[src/rtl/tlb_stage_defines.svh]
// Purpose: offsets, field positions and reset values of the staging regs
// Assumes: register numbers are coprocessor register indices
// Notes:   definitions only
`ifndef TLB_STAGE_DEFINES_SVH
`define TLB_STAGE_DEFINES_SVH
// ***********************************************************************
// register numbers
// ***********************************************************************
`define REG_EVEN_LOW     5'h02
`define REG_ODD_LOW      5'h03
`define REG_PT_POINTER   5'h04
// ***********************************************************************
// entry-low fields
// ***********************************************************************
`define LO_RSVD_HI       31
`define LO_RSVD_LO       30
`define LO_ZERO_HI       29
`define LO_ZERO_LO       26
`define LO_FRAME_HI      25
`define LO_FRAME_LO      6
`define LO_ATTR_HI       5
`define LO_ATTR_LO       3
`define LO_WE_BIT        2
`define LO_VALID_BIT     1
`define LO_GLOBAL_BIT    0
`define LO_RESET         30'h0000_0000
// ***********************************************************************
// pointer fields
// ***********************************************************************
`define PTR_BASE_HI      31
`define PTR_BASE_LO      23
`define PTR_PAIR_HI      22
`define PTR_PAIR_LO      4
`define VA_PAIR_HI       31
`define VA_PAIR_LO       13
`define PTR_BASE_RESET   9'h000
`define PTR_PAIR_RESET   19'h00000
`define ATTR_CACHED      3'h3
`define ATTR_UNCACHED    3'h2
`endif

[src/rtl/tlb_stage_pkg.sv]
// Purpose: types shared by the staging register files
// Assumes: nothing
// Notes:   constants live in tlb_stage_defines.svh
package tlb_stage_pkg;
   // ********************************************************************
   // types
   // ********************************************************************
   typedef enum logic [1:0] {
      op_none,
      op_read,
      op_write_indexed,
      op_write_random
   } tlb_op_t;
   typedef enum logic {
      cache_uncached,
      cache_write_through
   } cache_mode_t;
endpackage

[src/rtl/cache_attr_map.sv]
// Purpose: fold the 3-bit cache attribute to the two implemented codes
// Assumes: combinational use only
// Notes:   none
`timescale 1ns/100ps
`include "tlb_stage_defines.svh"
module cache_attr_map
   import tlb_stage_pkg::*;
(
   // raw attribute
   input  wire logic [2:0]  attr_in,
   // folded attribute
   output logic [2:0]       attr_out,
   output cache_mode_t      mode
);
   // ********************************************************************
   // mapping
   // ********************************************************************
   always_comb begin
      case (attr_in)
         3'h2, 3'h7: begin
            attr_out = `ATTR_UNCACHED;
            mode     = cache_uncached;
         end
         default: begin
            attr_out = `ATTR_CACHED;
            mode     = cache_write_through;
         end
      endcase
   end
endmodule // cache_attr_map

[src/rtl/page_access_check.sv]
// Purpose: access checks for one matched page half
// Assumes: match already found by the tlb array
// Notes:   combinational
`timescale 1ns/100ps
module page_access_check (
   // matched entry
   input  wire logic        hit,
   input  wire logic        valid,
   input  wire logic        write_enable,
   input  wire logic        is_store,
   // exceptions
   output logic             invalid_exc,
   output logic             modified_exc
);
   // ********************************************************************
   // checks
   // ********************************************************************
   always_comb begin
      invalid_exc  = hit && !valid;
      // invalid outranks modified
      modified_exc = hit && valid && is_store && !write_enable;
   end
endmodule // page_access_check

[src/rtl/tlb_entry_staging_regs.sv]
// Purpose: coprocessor staging registers between software and the tlb
// Assumes: cp0 move port and tlb array port synchronous to clock
// Notes:   tlb match itself lives in the array; this block checks hits
//
// Overview of operation
// - read loads both, writes copy both
// - first register even page, second odd
// - registers undefined after address or tlb exceptions
// - bits 31:30 ignore writes, read zero
// - frame number gives physical address 31:12
// - clear write-enable makes stores raise modified
// - clear valid makes accesses raise invalid
// - written global is AND of both
// - global entry skips address-space compare
// - tlb read copies global into both
// - attribute codes select cached or uncached
// - only codes 3 and 2 implemented
// - tlb exceptions capture va 31:13 into pointer
// - faulting pair read-only to software
// - faulting pair undefined after address error
// - table base software-owned, hardware never touches
// - pointer bits 3:0 read zero
`timescale 1ns/100ps
`include "tlb_stage_defines.svh"
module tlb_entry_staging_regs
   import tlb_stage_pkg::*;
(
   // clock and reset
   input  wire logic         clock,
   input  wire logic         arst_n,
   // coprocessor move port
   input  wire logic         cp0_write,
   input  wire logic [4:0]   cp0_reg,
   input  wire logic [31:0]  cp0_wdata,
   output logic [31:0]       cp0_rdata,
   // tlb instructions
   input  wire tlb_op_t      tlb_op,
   // tlb array: read data of selected entry
   input  wire logic [25:0]  tlb_rd_even,
   input  wire logic [25:0]  tlb_rd_odd,
   input  wire logic         tlb_rd_global,
   // tlb array: write data
   output logic              tlb_we,
   output logic [25:0]       tlb_wr_even,
   output logic [25:0]       tlb_wr_odd,
   output logic              tlb_wr_global,
   // match and exception side
   input  wire logic         tlb_exc,
   input  wire logic [31:0]  bad_vaddr,
   input  wire logic         match_hit,
   input  wire logic         match_odd,
   input  wire logic         match_global,
   input  wire logic         space_id_eq,
   input  wire logic         access_store,
   input  wire logic [25:0]  match_even,
   input  wire logic [25:0]  match_odd_data,
   output logic              match_ok,
   output logic [19:0]       phys_frame,
   output logic [2:0]        phys_attr,
   output logic              phys_uncached,
   output logic              exc_invalid,
   output logic              exc_modified
);
   // ********************************************************************
   // state
   // ********************************************************************
   // each half stored as frame, attr, we, valid, global (26 bits)
   // bits 29:26 kept as written so software sees its own zeros
   logic [29:0]  even_page_entry_low;
   logic [29:0]  odd_page_entry_low;
   logic [29:0]  next_even;
   logic [29:0]  next_odd;
   logic [8:0]   page_table_base;
   logic [18:0]  faulting_page_pair;
   logic [8:0]   next_base;
   logic [18:0]  next_pair;
   logic [31:0]  next_rdata;
   logic         next_we;
   logic [25:0]  next_wr_even;
   logic [25:0]  next_wr_odd;
   logic         next_wr_global;
   logic         next_ok;
   logic [19:0]  next_frame;
   logic [2:0]   next_attr;
   logic         next_uncached;
   logic         next_inv;
   logic         next_mod;
   // ********************************************************************
   // helpers
   // ********************************************************************
   // register-number decode, used for both read and write paths
   function automatic logic sel(input logic [4:0] r, input logic [4:0] n);
      sel = (r == n);
   endfunction
   logic [25:0]  hit_half;
   logic [2:0]   folded_attr;
   cache_mode_t  folded_mode;
   logic         chk_inv;
   logic         chk_mod;
   always_comb begin
      hit_half = match_odd ? match_odd_data : match_even;
      // qualified here so the check cell feeds no loop back
      next_ok  = match_hit && (match_global || space_id_eq);
   end
   cache_attr_map u_attr (
      .attr_in  (hit_half[5:3]),
      .attr_out (folded_attr),
      .mode     (folded_mode)
   );
   page_access_check u_check (
      .hit          (next_ok),
      .valid        (hit_half[`LO_VALID_BIT]),
      .write_enable (hit_half[`LO_WE_BIT]),
      .is_store     (access_store),
      .invalid_exc  (chk_inv),
      .modified_exc (chk_mod)
   );
   // ********************************************************************
   // next-state logic
   // ********************************************************************
   always_comb begin
      next_even      = even_page_entry_low;
      next_odd       = odd_page_entry_low;
      next_base      = page_table_base;
      next_pair      = faulting_page_pair;
      next_we        = 1'b0;
      next_wr_even   = even_page_entry_low[25:0];
      next_wr_odd    = odd_page_entry_low[25:0];
      next_wr_global = even_page_entry_low[`LO_GLOBAL_BIT]
                     & odd_page_entry_low[`LO_GLOBAL_BIT];
      // software moves; bits 31:30 dropped
      if (cp0_write && sel(cp0_reg, `REG_EVEN_LOW)) begin
         next_even = cp0_wdata[29:0];
      end
      if (cp0_write && sel(cp0_reg, `REG_ODD_LOW)) begin
         next_odd = cp0_wdata[29:0];
      end
      if (cp0_write && sel(cp0_reg, `REG_PT_POINTER)) begin
         // faulting pair and low bits not writable
         next_base = cp0_wdata[`PTR_BASE_HI:`PTR_BASE_LO];
      end
      case (tlb_op)
         op_read: begin
            next_even = {4'h0, tlb_rd_even[25:1], tlb_rd_global};
            next_odd  = {4'h0, tlb_rd_odd[25:1], tlb_rd_global};
         end
         op_write_indexed, op_write_random: begin
            next_we = 1'b1;
         end
         default: begin
         end
      endcase
      // exceptions leave entry-low values as they are (allowed undefined)
      if (tlb_exc) begin
         next_pair = bad_vaddr[`VA_PAIR_HI:`VA_PAIR_LO];
      end
      // move-from data
      next_rdata = 32'h0000_0000;
      if (sel(cp0_reg, `REG_EVEN_LOW)) begin
         next_rdata = {2'h0, next_even};
      end else if (sel(cp0_reg, `REG_ODD_LOW)) begin
         next_rdata = {2'h0, next_odd};
      end else if (sel(cp0_reg, `REG_PT_POINTER)) begin
         next_rdata = {next_base, next_pair, 4'h0};
      end
      // match qualification
      next_frame    = hit_half[`LO_FRAME_HI:`LO_FRAME_LO];
      next_attr     = folded_attr;
      next_uncached = (folded_mode == cache_uncached);
      next_inv      = chk_inv;
      next_mod      = chk_mod;
   end
   // ********************************************************************
   // registers
   // ********************************************************************
   always_ff @(posedge clock or negedge arst_n) begin
      if (!arst_n) begin
         even_page_entry_low <= `LO_RESET;
         odd_page_entry_low  <= `LO_RESET;
         page_table_base     <= `PTR_BASE_RESET;
         faulting_page_pair  <= `PTR_PAIR_RESET;
         cp0_rdata           <= 32'h0000_0000;
         tlb_we              <= 1'b0;
         tlb_wr_even         <= 26'h000_0000;
         tlb_wr_odd          <= 26'h000_0000;
         tlb_wr_global       <= 1'b0;
         match_ok            <= 1'b0;
         phys_frame          <= 20'h0_0000;
         phys_attr           <= 3'h0;
         phys_uncached       <= 1'b0;
         exc_invalid         <= 1'b0;
         exc_modified        <= 1'b0;
      end else begin
         even_page_entry_low <= next_even;
         odd_page_entry_low  <= next_odd;
         page_table_base     <= next_base;
         faulting_page_pair  <= next_pair;
         cp0_rdata           <= next_rdata;
         tlb_we              <= next_we;
         tlb_wr_even         <= next_wr_even;
         tlb_wr_odd          <= next_wr_odd;
         tlb_wr_global       <= next_wr_global;
         match_ok            <= next_ok;
         phys_frame          <= next_frame;
         phys_attr           <= next_attr;
         phys_uncached       <= next_uncached;
         exc_invalid         <= next_inv;
         exc_modified        <= next_mod;
      end
   end
endmodule // tlb_entry_staging_regs

[config.mk]
export PLATFORM = sky130hd
export DESIGN_NAME = tlb_entry_staging_regs
export DESIGN_NICKNAME = d
export VERILOG_FILES = /design/src/rtl/tlb_stage_pkg.sv /design/src/rtl/cache_attr_map.sv /design/src/rtl/page_access_check.sv /design/src/rtl/tlb_entry_staging_regs.sv
export VERILOG_INCLUDE_DIRS = /design/src /design/src/rtl
export SDC_FILE = /design/constraint.sdc
export NUM_CORES = 1
export LEC_CHECK = 0
export BUFFER_PORTS_ARGS = -buffer_cell sky130_fd_sc_hd__buf_2
export CAP_MARGIN = 30
export CORE_MARGIN = 1
export CORE_UTILIZATION = 29
export CTS_CLUSTER_DIAMETER = 150
export DETAILED_ROUTE_END_ITERATION = 7
export SETUP_SLACK_MARGIN = 0.2
export SLEW_MARGIN = 20
export SYNTH_ARGS = -nofsm -noshare
export SYNTH_HDL_FRONTEND = slang
export SYNTH_SLANG_ARGS = --single-unit
export TNS_END_PERCENT = 30
[constraint.sdc]
create_clock -name clock -period 1 [get_ports clock]
set_input_delay 0.2 -clock clock [delete_from_list [all_inputs] [get_ports clock]]
set_output_delay 0.2 -clock clock [all_outputs]
set_load 0.05 [all_outputs]
==> results of run 1 <==
layout make-up:
type,count,area (um^2)
clock inverter,15,174
tap,378,473
sequential,200,5000
multi-input combinational,525,3280
antenna,5,12.5
clock buffer,17,425
timing repair buffer,399,3540
fill,2564,15100
inverter,11,41.3
stage by stage:
step | hold slack [ps] | std cells | setup TNS (ps) | util [%] | setup WS [ps]
floorplan | -95.6 | 791 | -29680 | - | -453
global placement | 144 | 1469 | -50780 | 39.1 | -614
detailed placement | 146 | 1469 | -53950 | 39.1 | -680
CTS | -17.7 | 1543 | -25640 | 45.7 | -276
global route | -4.18 | 1550 | -32550 | 46.2 | -283
finish | 5.43 | 1550 | -25320 | 46.2 | -267
cell families (layout without fill, tap and decap cells):
kind of cell	count (synthesis)	count (layout)	synth area share, %
AND/OR/NAND/NOR	345	345	19.2
other	2	7	0.0900
buffers and inverters	66	442	3.60
multiplexers	52	52	6.96
flip-flops	200	200	60.0
AO/OA/AOI/OAI	124	124	9.91
XOR/XNOR	2	2	0.210
power groups by stage:
stage	Combinational [mW]	Sequential (mW)	Clock, mW
after floorplan	1.16	10.9	0
after global placement	4.18	9.49	0
after detailed placement	4.23	9.50	0
after CTS	4.91	9.46	7.13
after global routing	5.31	9.55	7.45
final	4.98	9.46	6.92
flip-flops by register name, summed over array words and instances (netlist names):
register and count:
cp0_rdata 32, even_page_entry_low 30, odd_page_entry_low 30, tlb_wr_even 26, tlb_wr_odd 26, phys_frame 20, faulting_page_pair 19, page_table_base 9
phys_attr 2, exc_invalid 1, exc_modified 1, match_ok 1, phys_uncached 1, tlb_we 1, tlb_wr_global 1
Yosys cell counts (11+ instances only):
cell / number
sky130_fd_sc_hd__o211ai_1: 19
sky130_fd_sc_hd__mux2_2: 48
sky130_fd_sc_hd__nand3_1: 47
sky130_fd_sc_hd__a21oi_1: 15
sky130_fd_sc_hd__nand2b_1: 39
sky130_fd_sc_hd__a31oi_1: 45
sky130_fd_sc_hd__nand2_1: 166
sky130_fd_sc_hd__buf_2: 15
sky130_fd_sc_hd__dfrtp_1: 200
sky130_fd_sc_hd__inv_1: 11
sky130_fd_sc_hd__clkbuf_1: 26
sky130_fd_sc_hd__nand3b_1: 19
sky130_fd_sc_hd__nor2_1: 56
layer usage:
layer  part of all wire (%)  wire length [um]
met1                     41             11200
met2                     50             13700
met3                    5.2              1400
met4                    3.3               883
met5                      0                 0
how the worst max path moves through the flow:
| stage | endpoint | cells after the start |
|---|---|---|
| 2_1_floorplan | cp0_rdata[23] | 5 |
| 3_3_place_gp | cp0_rdata[2] | 5 |
| 3_5_place_dp | odd_page_entry_low[13] | 6 |
| 4_1_cts | tlb_wr_even[21] | 1 |
| 5_1_grt | tlb_wr_even[21] | 1 |
| 6_report | cp0_rdata[25] | 5 |
worst register-to-register path, delay by kind of cell, from the launching register on:
family / cells / cell delay, ps
AO/OA/AOI/OAI: 3 / 670
flip-flops: 1 / 400
what timing repair did:
action	CTS	global route
buffers inserted	0	2
gates cloned	0	0
pin swaps	68	28
setup endpoints to repair	211	268
gates resized for setup	267	25
endpoints found under the hold margin	135	1
==> run_summary.xml, run 1 <==
<?xml version="1.0" encoding="UTF-8"?>
<metrics>
  <group name="outcome">
    <metric name="status" unit="">complete, but fails checks</metric>
    <metric name="violated_checks" unit="">setup timing</metric>
  </group>
  <group name="setup_path">
    <metric name="timing.critical_path.to_type" unit="">flip-flop</metric>
    <metric name="crit_path_start" unit="">cp0_reg[2]</metric>
    <metric name="critPathSlowestCell" unit="">sky130_fd_sc_hd__or4b_4</metric>
    <metric name="regToRegStartpoint" unit="">even_page_entry_low[25]</metric>
    <metric name="critical_path.cell_chain" unit="">buf_8 &gt; or4b_4 &gt; o21ai_4 &gt; a211oi_2 &gt; a221o_1</metric>
    <metric name="worstPathMaxFanout" unit="">8</metric>
    <metric name="worstSetupPathType" unit="">in -&gt; reg</metric>
    <metric name="crit_buf_inv" unit="">1</metric>
    <metric name="r2r_end" unit="">cp0_rdata[25]</metric>
    <metric name="cell_family_with_most_cp_delay" unit="">simple AND/OR/NAND/NOR gates</metric>
    <metric name="critical-path-max-stage-delay" unit="ps">660</metric>
    <metric name="timing.reg2reg.setup_slack" unit="ps">-190</metric>
    <metric name="critPathLaunchType" unit="">input pin</metric>
    <metric name="length_in_cells_of_the_worst_reg_to_reg_path" unit="">3</metric>
    <metric name="arrival" unit="ps">1570</metric>
    <metric name="required_arrival_time_at_the_worst_endpoint" unit="ps">1310</metric>
  </group>
  <group name="die">
    <metric name="floorplan.die.width" unit="um">172</metric>
    <metric name="core-area" unit="um^2">28000</metric>
    <metric name="die-height" unit="um">172</metric>
    <metric name="fp-row-count" unit="">61</metric>
    <metric name="io-pin-count" unit="">298</metric>
    <metric name="start_util" unit="%">29.8</metric>
    <metric name="die-area" unit="um^2">29400</metric>
  </group>
  <group name="global_route">
    <metric name="groute.usage.overall" unit="%">18.3</metric>
    <metric name="met1_usage" unit="%">21.8</metric>
    <metric name="largest_net_degree_at_the_start_of_global_routing" unit="">46</metric>
    <metric name="grt_total_ovfl" unit="">0</metric>
    <metric name="antenna_found_initial" unit="">5</metric>
    <metric name="vias_in_the_first_global_route" unit="">7514</metric>
    <metric name="grt_most_used_layer" unit="">met2</metric>
    <metric name="grt_first_pass_wirelength" unit="um">40700</metric>
    <metric name="groute.layer.met3.usage" unit="%">3.41</metric>
    <metric name="global_route.usage.met2" unit="%">31.2</metric>
  </group>
  <group name="placed_design">
    <metric name="postPlaceCellArea" unit="um^2">10900</metric>
    <metric name="gp_congestion" unit="">0.795</metric>
    <metric name="count_of_port_buffers_added_during_placement" unit="">279</metric>
    <metric name="detailedPlacementHpwl" unit="um">18200</metric>
  </group>
  <group name="layout">
    <metric name="post-route-cell-area" unit="um^2">12900</metric>
    <metric name="layout_cell_share_with_drive_strength_beyond_1" unit="%">42.2</metric>
    <metric name="layout.cells.most_common" unit="">sky130_fd_sc_hd__dfrtp_1</metric>
    <metric name="flow.area_growth_from_synthesis" unit="%">55.2</metric>
    <metric name="layout.cells.most_common_list" unit="">200 x sky130_fd_sc_hd__dfrtp_1, 163 x sky130_fd_sc_hd__buf_2, 145 x sky130_fd_sc_hd__nand2_1</metric>
    <metric name="finish.net_count" unit="">1339</metric>
  </group>
  <group name="timing">
    <metric name="post-route-period-util" unit="%">127</metric>
    <metric name="grt_setup_unrepaired" unit="">true</metric>
    <metric name="fin_worst_skew" unit="ps">24.7</metric>
    <metric name="layout_setup_ws" unit="ps">-267</metric>
    <metric name="slew_viol_final" unit="">0</metric>
    <metric name="post-route-min-period" unit="ps">1270</metric>
    <metric name="final_hold_viol_count" unit="">0</metric>
    <metric name="fmax" unit="MHz">789</metric>
    <metric name="finalSetupViolations" unit="">187</metric>
  </group>
  <group name="cts">
    <metric name="clk_transition_reported_paths" unit="ps">80</metric>
    <metric name="cts_tree" unit="">built</metric>
    <metric name="cts-hold-fix-buffers" unit="">42</metric>
    <metric name="clock_path_buffers" unit="">2</metric>
    <metric name="ctsRootBufferMaster" unit="">sky130_fd_sc_hd__clkbuf_16</metric>
    <metric name="insertion_delay" unit="ps">440</metric>
    <metric name="tritoncts_num_sinks" unit="">200</metric>
    <metric name="cts_inserted_buffers" unit="">17</metric>
    <metric name="cts_htree_levels" unit="">4</metric>
  </group>
  <group name="route">
    <metric name="postRouteWirelength" unit="um">27100</metric>
    <metric name="drc" unit="">0</metric>
    <metric name="route.antenna.remaining_nets" unit="">0</metric>
    <metric name="drt_iter0_markers" unit="">399</metric>
    <metric name="vias" unit="">7394</metric>
    <metric name="routedWlPerCell" unit="um">17.5</metric>
    <metric name="via_per_instance_ratio" unit="">4.77</metric>
    <metric name="drt-pass1-iter-count" unit="">5</metric>
  </group>
  <group name="power_and_ir_drop">
    <metric name="power_per_cell_area" unit="nW/um^2">1650</metric>
    <metric name="worst_ir_drop_vdd" unit="uV">870</metric>
    <metric name="seq_power_share" unit="%">44.3</metric>
    <metric name="netSwitchingFraction" unit="%">32.7</metric>
    <metric name="clockPowerShare" unit="%">32.4</metric>
    <metric name="static-leakage-power" unit="nW">5.98</metric>
    <metric name="finalPower" unit="mW">21.4</metric>
    <metric name="switchingPower" unit="mW">6.97</metric>
    <metric name="comb_power_share" unit="%">23.3</metric>
    <metric name="intPower" unit="mW">14.4</metric>
  </group>
  <group name="worst_hold_path">
    <metric name="timing.hold.worst_path_depth" unit="">2</metric>
    <metric name="hold_crit_path_type" unit="">in -&gt; reg</metric>
    <metric name="hold_path.startpoint" unit="">bad_vaddr[14]</metric>
    <metric name="min_delay_worst_endpoint" unit="">faulting_page_pair[1]</metric>
  </group>
  <group name="logic_synthesis">
    <metric name="synth.largest_area_cell" unit="">sky130_fd_sc_hd__dfrtp_1</metric>
    <metric name="register_bit_total_from_synthesis" unit="">200</metric>
    <metric name="yosysTopAreaCellShare" unit="%">60.0</metric>
    <metric name="syn-cell-area" unit="um^2">8340</metric>
    <metric name="count_of_distinct_cell_types_in_the_synthesized_netlist" unit="">39</metric>
    <metric name="synth_seq_area_share" unit="%">60.0</metric>
    <metric name="synth_ff_type" unit="">sky130_fd_sc_hd__dfrtp_1</metric>
    <metric name="yosys_warnings" unit="">0</metric>
    <metric name="syn-mean-instance-area" unit="um^2">10.5</metric>
    <metric name="ys_async_sr_fraction" unit="%">100</metric>
    <metric name="syn-num-nets" unit="">976</metric>
    <metric name="synthesis.instances" unit="">791</metric>
    <metric name="ys_top_cells_by_area" unit="">sky130_fd_sc_hd__dfrtp_1 60%, sky130_fd_sc_hd__nand2_1 7.5%, sky130_fd_sc_hd__mux2_2 6.5%, sky130_fd_sc_hd__a31oi_1 3.4%, sky130_fd_sc_hd__nand2b_1 2.9%</metric>
    <metric name="synth_enable_flop_cells" unit="">0</metric>
  </group>
  <group name="run">
    <metric name="number_of_maximum_capacitance_constraint_violations" unit="">0</metric>
  </group>
</metrics>
Power figures use the tool's default switching activity.
==> inputs of run 2 (changes only) <==
Settings changed: CTS_BUF_LIST set to sky130_fd_sc_hd__clkbuf_8.
==> run 2 against run 1 <==
  * The run ends with hold timing, setup timing left
  * Cell area is 1.3% higher
  * Critical path depth is 4 lower
  * Register-to-register slack worse by 40 ps
  * First-iteration DRC count is 4.5% higher
  * Largest cell class unchanged
  * Largest power group unchanged
==> run_summary.xml, run 2 (synthesis gave the netlist of run 1 again) <==
<?xml version="1.0" encoding="UTF-8"?>
<metrics>
  <group name="outcome">
    <metric name="status" unit="">complete, but fails checks</metric>
    <metric name="violated_checks" unit="">hold timing, setup timing</metric>
  </group>
  <group name="layout">
    <metric name="nFillCells" unit="">2550</metric>
    <metric name="layout_cell_share_with_drive_strength_beyond_1" unit="%">40.4</metric>
    <metric name="layout.cells.most_common_list" unit="">200 x sky130_fd_sc_hd__dfrtp_1, 163 x sky130_fd_sc_hd__buf_2, 152 x sky130_fd_sc_hd__nand2_1</metric>
    <metric name="flow.area_growth_from_synthesis" unit="%">57.3</metric>
    <metric name="finish.net_count" unit="">1376</metric>
    <metric name="largest_register_ff_count" unit="">32</metric>
    <metric name="finalNonFillerCells" unit="">1587</metric>
    <metric name="layout.core_utilization" unit="%">46.8</metric>
    <metric name="largestRegisters" unit="">cp0_rdata: 32 flops, even_page_entry_low: 30 flops, odd_page_entry_low: 30 flops</metric>
    <metric name="top_register" unit="">cp0_rdata</metric>
    <metric name="layout.cells.most_common" unit="">sky130_fd_sc_hd__dfrtp_1</metric>
  </group>
  <group name="cts">
    <metric name="cts_tree" unit="">built</metric>
    <metric name="tritoncts_num_sinks" unit="">200</metric>
    <metric name="clock_path_buffers" unit="">2</metric>
    <metric name="clk_transition_reported_paths" unit="ps">110</metric>
    <metric name="ctsRootBufferMaster" unit="">sky130_fd_sc_hd__clkbuf_8</metric>
    <metric name="cts_htree_levels" unit="">4</metric>
    <metric name="cts_inserted_buffers" unit="">17</metric>
    <metric name="cts-hold-fix-buffers" unit="">80</metric>
    <metric name="insertion_delay" unit="ps">470</metric>
  </group>
  <group name="timing">
    <metric name="fmax" unit="MHz">783</metric>
    <metric name="whs" unit="ps">-29.5</metric>
    <metric name="slew_viol_final" unit="">0</metric>
    <metric name="totalNegativeSetupSlack" unit="ps">-27810</metric>
    <metric name="final_hold_viol_count" unit="">19</metric>
    <metric name="post-route-min-period" unit="ps">1280</metric>
    <metric name="grt_setup_unrepaired" unit="">true</metric>
    <metric name="finalSetupViolations" unit="">161</metric>
    <metric name="fin_worst_skew" unit="ps">14.4</metric>
    <metric name="post-route-period-util" unit="%">128</metric>
    <metric name="layout_setup_ws" unit="ps">-278</metric>
  </group>
  <group name="setup_path">
    <metric name="worstSetupPathDepth" unit="">1</metric>
    <metric name="crit_buf_inv" unit="">1</metric>
    <metric name="r2r_end" unit="">cp0_rdata[25]</metric>
    <metric name="critical_path.cell_chain" unit="">buf_6</metric>
    <metric name="critPathSlowestCell" unit="">sky130_fd_sc_hd__dfrtp_1</metric>
    <metric name="worstPathMaxFanout" unit="">1</metric>
    <metric name="length_in_cells_of_the_worst_reg_to_reg_path" unit="">3</metric>
    <metric name="regToRegStartpoint" unit="">even_page_entry_low[25]</metric>
    <metric name="timing.critical_path.to_type" unit="">primary output</metric>
    <metric name="required_arrival_time_at_the_worst_endpoint" unit="ps">800</metric>
    <metric name="worstSetupPathType" unit="">reg -&gt; out</metric>
    <metric name="arrival" unit="ps">1080</metric>
    <metric name="timing.reg2reg.setup_slack" unit="ps">-230</metric>
    <metric name="critPathLaunchType" unit="">flip-flop</metric>
    <metric name="cp_endpoint" unit="">tlb_wr_even[21]</metric>
    <metric name="cell_family_with_most_cp_delay" unit="">flip-flops</metric>
    <metric name="critical-path-max-stage-delay" unit="ps">440</metric>
    <metric name="crit_path_start" unit="">tlb_wr_even[21]</metric>
  </group>
  <group name="route">
    <metric name="routedWlPerCell" unit="um">17.4</metric>
    <metric name="drt-pass1-iter-count" unit="">5</metric>
    <metric name="postRouteWirelength" unit="um">27700</metric>
    <metric name="vias" unit="">7506</metric>
    <metric name="drt_iter0_markers" unit="">417</metric>
    <metric name="route.antenna.remaining_nets" unit="">0</metric>
    <metric name="drc" unit="">0</metric>
    <metric name="via_per_instance_ratio" unit="">4.73</metric>
  </group>
  <group name="global_route">
    <metric name="grt_first_pass_wirelength" unit="um">42100</metric>
    <metric name="groute.usage.overall" unit="%">18.9</metric>
    <metric name="grt_total_ovfl" unit="">0</metric>
    <metric name="largest_net_degree_at_the_start_of_global_routing" unit="">46</metric>
    <metric name="vias_in_the_first_global_route" unit="">7784</metric>
    <metric name="antenna_found_initial" unit="">5</metric>
  </group>
  <group name="die">
    <metric name="die-area" unit="um^2">29400</metric>
    <metric name="die-height" unit="um">172</metric>
    <metric name="fp-row-count" unit="">61</metric>
    <metric name="io-pin-count" unit="">298</metric>
    <metric name="core-area" unit="um^2">28000</metric>
    <metric name="start_util" unit="%">29.8</metric>
    <metric name="floorplan.die.width" unit="um">172</metric>
  </group>
  <group name="power_and_ir_drop">
    <metric name="worst_ir_drop_vdd" unit="uV">732</metric>
    <metric name="power_per_cell_area" unit="nW/um^2">1510</metric>
    <metric name="static-leakage-power" unit="nW">6.04</metric>
    <metric name="finalPower" unit="mW">19.8</metric>
  </group>
  <group name="placed_design">
    <metric name="post-place-cells" unit="">1469</metric>
    <metric name="count_of_port_buffers_added_during_placement" unit="">279</metric>
    <metric name="gp_congestion" unit="">0.795</metric>
    <metric name="detailedPlacementHpwl" unit="um">18200</metric>
  </group>
  <group name="run">
    <metric name="number_of_maximum_capacitance_constraint_violations" unit="">0</metric>
  </group>
  <group name="worst_hold_path">
    <metric name="hold_crit_path_type" unit="">in -&gt; reg</metric>
    <metric name="hold_path.startpoint" unit="">cp0_wdata[31]</metric>
  </group>
</metrics>
## run 2: cell types whose count changed in the layout (fill, tap and decap cells not counted), moves of 2 or more
| cell | change |
|---|---|
| sky130_fd_sc_hd__clkbuf_16 | -17 |
| sky130_fd_sc_hd__a21oi_1 | -4 |
| sky130_fd_sc_hd__a31oi_4 | +2 |
| sky130_fd_sc_hd__a31oi_2 | -3 |
| sky130_fd_sc_hd__nand2_2 | -8 |
| sky130_fd_sc_hd__dlygate4sd3_1 | +40 |
| sky130_fd_sc_hd__a21oi_2 | +4 |
| sky130_fd_sc_hd__nand2_1 | +7 |
| sky130_fd_sc_hd__dlymetal6s4s_1 | -2 |
| sky130_fd_sc_hd__clkbuf_8 | +18 |
## run 2: worst min-delay path by stage
| stage | end | slack [ps] | depth (start not counted) |
|---|---|---|---|
| after floorplan | cp0_rdata[0] | -100 | 0 |
| after global placement | cp0_rdata[10] | 140 | 1 |
| after detailed placement | cp0_rdata[10] | 150 | 1 |
| after CTS | page_table_base[8] | -70 | 2 |
| after global routing | page_table_base[8] | -70 | 2 |
| final | page_table_base[8] | -30 | 2 |
## run 2: final cells by class
class | instances | area, um^2 | share of cell area (%)
diodes | 5 | 12.5 | 0.0954
clock buffers | 17 | 234 | 1.78
multi-input cells | 525 | 3280 | 25.0
clock inverters | 15 | 174 | 1.33
well taps | 378 | 473 | 3.60
inverters | 11 | 41.3 | 0.315
flip-flops and latches | 200 | 5000 | 38.1
repair buffers | 436 | 3900 | 29.7
## run 2: what timing repair did
item                                    CTS  global route
endpoints found under the setup margin  209           211
pin swaps                                59            45
setup buffers                             0             1
hold endpoints to repair                298            29
gates resized for setup                 266            18
## run 2: metrics by stage
step | setup slack (ps) | hold slack (ps) | instance area (um^2)
2_1_floorplan | -453 | -95.6 | 8450
3_3_place_gp | -614 | 144 | 10900
3_5_place_dp | -680 | 146 | 10900
4_1_cts | -335 | -70.6 | 13000
5_1_grt | -354 | -68.2 | 13100
6_report | -278 | -29.5 | 13100
## run 2: routing by layer
metal / wire [um] / vias to the layer above / global-route usage, %
met5: 0 / - / 0
met4: 964 / 0 / 9.47
met3: 1270 / 65 / 3.73
met2: 14000 / 255 / 32.6
met1: 11400 / 3677 / 22.3
li1: - / 3509 / -
## run 2: power by group
part | switching [mW] | internal, mW | total (mW)
clock network | 3.35 | 1.91 | 5.26
logic | 2.95 | 2.17 | 5.12
registers | 0.520 | 8.94 | 9.46
==> inputs of run 3 (changes only) <==
Settings changed: CORE_MARGIN 1 to 4, REMOVE_ABC_BUFFERS set to 1.
==> run 3 against run 2 <==
  * The flow still finishes with violations (hold timing, setup timing)
  * Sequential power is essentially flat
  * Clock-buffer cell count is the same
  * Non-clock buffer count grew 6
  * Cell area shrank 1.6%
  * Die area grew 7.1%
  * Largest cell class unchanged
  * First-iteration DRC count grew 5.5%
==> run_summary.xml, run 3 (synthesis gave the netlist of run 1 again) <==
<?xml version="1.0" encoding="UTF-8"?>
<metrics>
  <group name="outcome">
    <metric name="status" unit="">complete, but fails checks</metric>
    <metric name="violated_checks" unit="">hold timing, setup timing</metric>
  </group>
  <group name="die">
    <metric name="fp-row-count" unit="">61</metric>
    <metric name="core-area" unit="um^2">28100</metric>
    <metric name="io-pin-count" unit="">298</metric>
    <metric name="floorplan.die.width" unit="um">178</metric>
    <metric name="die-area" unit="um^2">31500</metric>
    <metric name="start_util" unit="%">29.7</metric>
    <metric name="die-height" unit="um">178</metric>
  </group>
  <group name="power_and_ir_drop">
    <metric name="power_per_cell_area" unit="nW/um^2">1520</metric>
    <metric name="netSwitchingFraction" unit="%">34.1</metric>
    <metric name="intPower" unit="mW">12.9</metric>
    <metric name="worst_ir_drop_vdd" unit="uV">840</metric>
    <metric name="clockPowerShare" unit="%">26.2</metric>
    <metric name="comb_power_share" unit="%">25.7</metric>
    <metric name="static-leakage-power" unit="nW">5.96</metric>
    <metric name="seq_power_share" unit="%">48.1</metric>
    <metric name="switchingPower" unit="mW">6.68</metric>
  </group>
  <group name="cts">
    <metric name="clock_path_buffers" unit="">2</metric>
    <metric name="cts-hold-fix-buffers" unit="">87</metric>
    <metric name="tritoncts_num_sinks" unit="">200</metric>
    <metric name="insertion_delay" unit="ps">460</metric>
    <metric name="cts_htree_levels" unit="">4</metric>
    <metric name="cts_inserted_buffers" unit="">17</metric>
    <metric name="post_cts_buffers" unit="">0</metric>
    <metric name="cts_tree" unit="">built</metric>
    <metric name="clk_transition_reported_paths" unit="ps">110</metric>
    <metric name="ctsRootBufferMaster" unit="">sky130_fd_sc_hd__clkbuf_8</metric>
  </group>
  <group name="setup_path">
    <metric name="critPathSlowestCell" unit="">sky130_fd_sc_hd__dfrtp_1</metric>
    <metric name="critical-path-max-stage-delay" unit="ps">440</metric>
    <metric name="worstSetupPathType" unit="">reg -&gt; out</metric>
    <metric name="critical_path.cell_chain" unit="">buf_6</metric>
    <metric name="timing.reg2reg.setup_slack" unit="ps">-160</metric>
    <metric name="cp_endpoint" unit="">tlb_wr_odd[21]</metric>
    <metric name="length_in_cells_of_the_worst_reg_to_reg_path" unit="">3</metric>
    <metric name="worstPathMaxFanout" unit="">1</metric>
    <metric name="regToRegStartpoint" unit="">even_page_entry_low[25]</metric>
    <metric name="cell_family_with_most_cp_delay" unit="">flip-flops</metric>
    <metric name="crit_buf_inv" unit="">1</metric>
    <metric name="required_arrival_time_at_the_worst_endpoint" unit="ps">800</metric>
    <metric name="crit_path_start" unit="">tlb_wr_odd[21]</metric>
    <metric name="r2r_end" unit="">cp0_rdata[25]</metric>
    <metric name="critPathLaunchType" unit="">flip-flop</metric>
    <metric name="arrival" unit="ps">1070</metric>
    <metric name="worstSetupPathDepth" unit="">1</metric>
    <metric name="timing.critical_path.to_type" unit="">primary output</metric>
  </group>
  <group name="layout">
    <metric name="largest_register_ff_count" unit="">32</metric>
    <metric name="top_register" unit="">cp0_rdata</metric>
    <metric name="flow.area_growth_from_synthesis" unit="%">54.8</metric>
    <metric name="layout.cells.most_common" unit="">sky130_fd_sc_hd__dfrtp_1</metric>
    <metric name="layout.cells.most_common_list" unit="">200 x sky130_fd_sc_hd__dfrtp_1, 164 x sky130_fd_sc_hd__nand2_1, 163 x sky130_fd_sc_hd__buf_2</metric>
    <metric name="finalNonFillerCells" unit="">1590</metric>
    <metric name="layout_cell_share_with_drive_strength_beyond_1" unit="%">38.1</metric>
    <metric name="largestRegisters" unit="">cp0_rdata: 32 flops, even_page_entry_low: 30 flops, odd_page_entry_low: 30 flops</metric>
    <metric name="finish.net_count" unit="">1382</metric>
  </group>
  <group name="route">
    <metric name="via_per_instance_ratio" unit="">4.67</metric>
    <metric name="route.antenna.remaining_nets" unit="">0</metric>
    <metric name="vias" unit="">7423</metric>
    <metric name="drt-pass1-iter-count" unit="">5</metric>
    <metric name="postRouteWirelength" unit="um">28000</metric>
    <metric name="routedWlPerCell" unit="um">17.6</metric>
    <metric name="drc" unit="">0</metric>
    <metric name="drt_iter0_markers" unit="">440</metric>
  </group>
  <group name="timing">
    <metric name="totalNegativeSetupSlack" unit="ps">-27280</metric>
    <metric name="grt_setup_unrepaired" unit="">true</metric>
    <metric name="slew_viol_final" unit="">0</metric>
    <metric name="final_hold_viol_count" unit="">13</metric>
    <metric name="whs" unit="ps">-16.2</metric>
    <metric name="layout_setup_ws" unit="ps">-269</metric>
    <metric name="post-route-min-period" unit="ps">1270</metric>
    <metric name="post-route-period-util" unit="%">127</metric>
    <metric name="fmax" unit="MHz">788</metric>
    <metric name="finalSetupViolations" unit="">165</metric>
    <metric name="fin_worst_skew" unit="ps">11.1</metric>
  </group>
  <group name="worst_hold_path">
    <metric name="hold_crit_path_type" unit="">in -&gt; reg</metric>
  </group>
  <group name="global_route">
    <metric name="grt_total_ovfl" unit="">0</metric>
    <metric name="groute.usage.overall" unit="%">17.6</metric>
    <metric name="grt_first_pass_wirelength" unit="um">43000</metric>
    <metric name="vias_in_the_first_global_route" unit="">7832</metric>
    <metric name="largest_net_degree_at_the_start_of_global_routing" unit="">57</metric>
    <metric name="antenna_found_initial" unit="">3</metric>
  </group>
  <group name="placed_design">
    <metric name="post-place-cells" unit="">1469</metric>
    <metric name="detailedPlacementHpwl" unit="um">19400</metric>
    <metric name="gp_congestion" unit="">0.785</metric>
    <metric name="count_of_port_buffers_added_during_placement" unit="">279</metric>
    <metric name="dp_worst_setup_slack" unit="ps">-697</metric>
  </group>
  <group name="run">
    <metric name="number_of_maximum_capacitance_constraint_violations" unit="">0</metric>
  </group>
</metrics>
[run 3: worst min path at each step]
stage             startpoint                      to  slack, ps  depth (start not counted)
2_1_floorplan         arst_n            cp0_rdata[0]       -100                          0
3_3_place_gp          arst_n          phys_frame[14]        130                          1
3_5_place_dp          arst_n          phys_frame[15]        130                          1
4_1_cts        bad_vaddr[15]   faulting_page_pair[2]        -70                          2
5_1_grt        bad_vaddr[29]  faulting_page_pair[16]        -70                          2
6_report       bad_vaddr[26]  faulting_page_pair[13]        -20                          2
[run 3: per-stage QoR]
stage               hold slack (ps)  util, %  power [mW]  area [um^2]
floorplan                     -95.6        -        11.9         8080
global placement                132     38.4        13.6        10800
detailed placement              133     38.4        13.7        10800
CTS                           -66.5     45.6        19.8        12800
global route                  -72.6     46.0        20.6        12900
finish                        -16.2     46.0        19.6        12900
[run 3: cell type report]
class                      count  area (um^2)
fill                        2660        15200
sequential                   200         5000
timing repair buffer         442         3840
multi-input combinational    525         3160
tap                          378          473
clock buffer                  17          234
clock inverter                15          159
inverter                      11         41.3
antenna                        2         5.00
[run 3: layer usage]
| layer | vias to the layer above | share of wire, % | global-route usage [%] |
|---|---|---|---|
| met1 | 3615 | 41 | 22.1 |
| met3 | 38 | 6.5 | 4.60 |
| met5 | - | 0.093 | 0 |
| met4 | 4 | 2.2 | 5.06 |
| met2 | 250 | 50 | 30.0 |
| li1 | 3516 | - | - |
[run 3: what timing repair did]
action | 4_1_cts | 5_1_grt
pin swaps | 13 | 38
hold endpoints to repair | 302 | 32
resized for setup | 238 | 24
setup endpoints to repair | 209 | 212
[run 3: power by group through the flow]
stage	registers, mW	logic [mW]	clock network [mW]
after floorplan	10.9	1.05	0
after CTS	9.43	5.01	5.36
final	9.43	5.04	5.13
after global routing	9.53	5.37	5.73
after detailed placement	9.49	4.20	0
after global placement	9.47	4.15	0
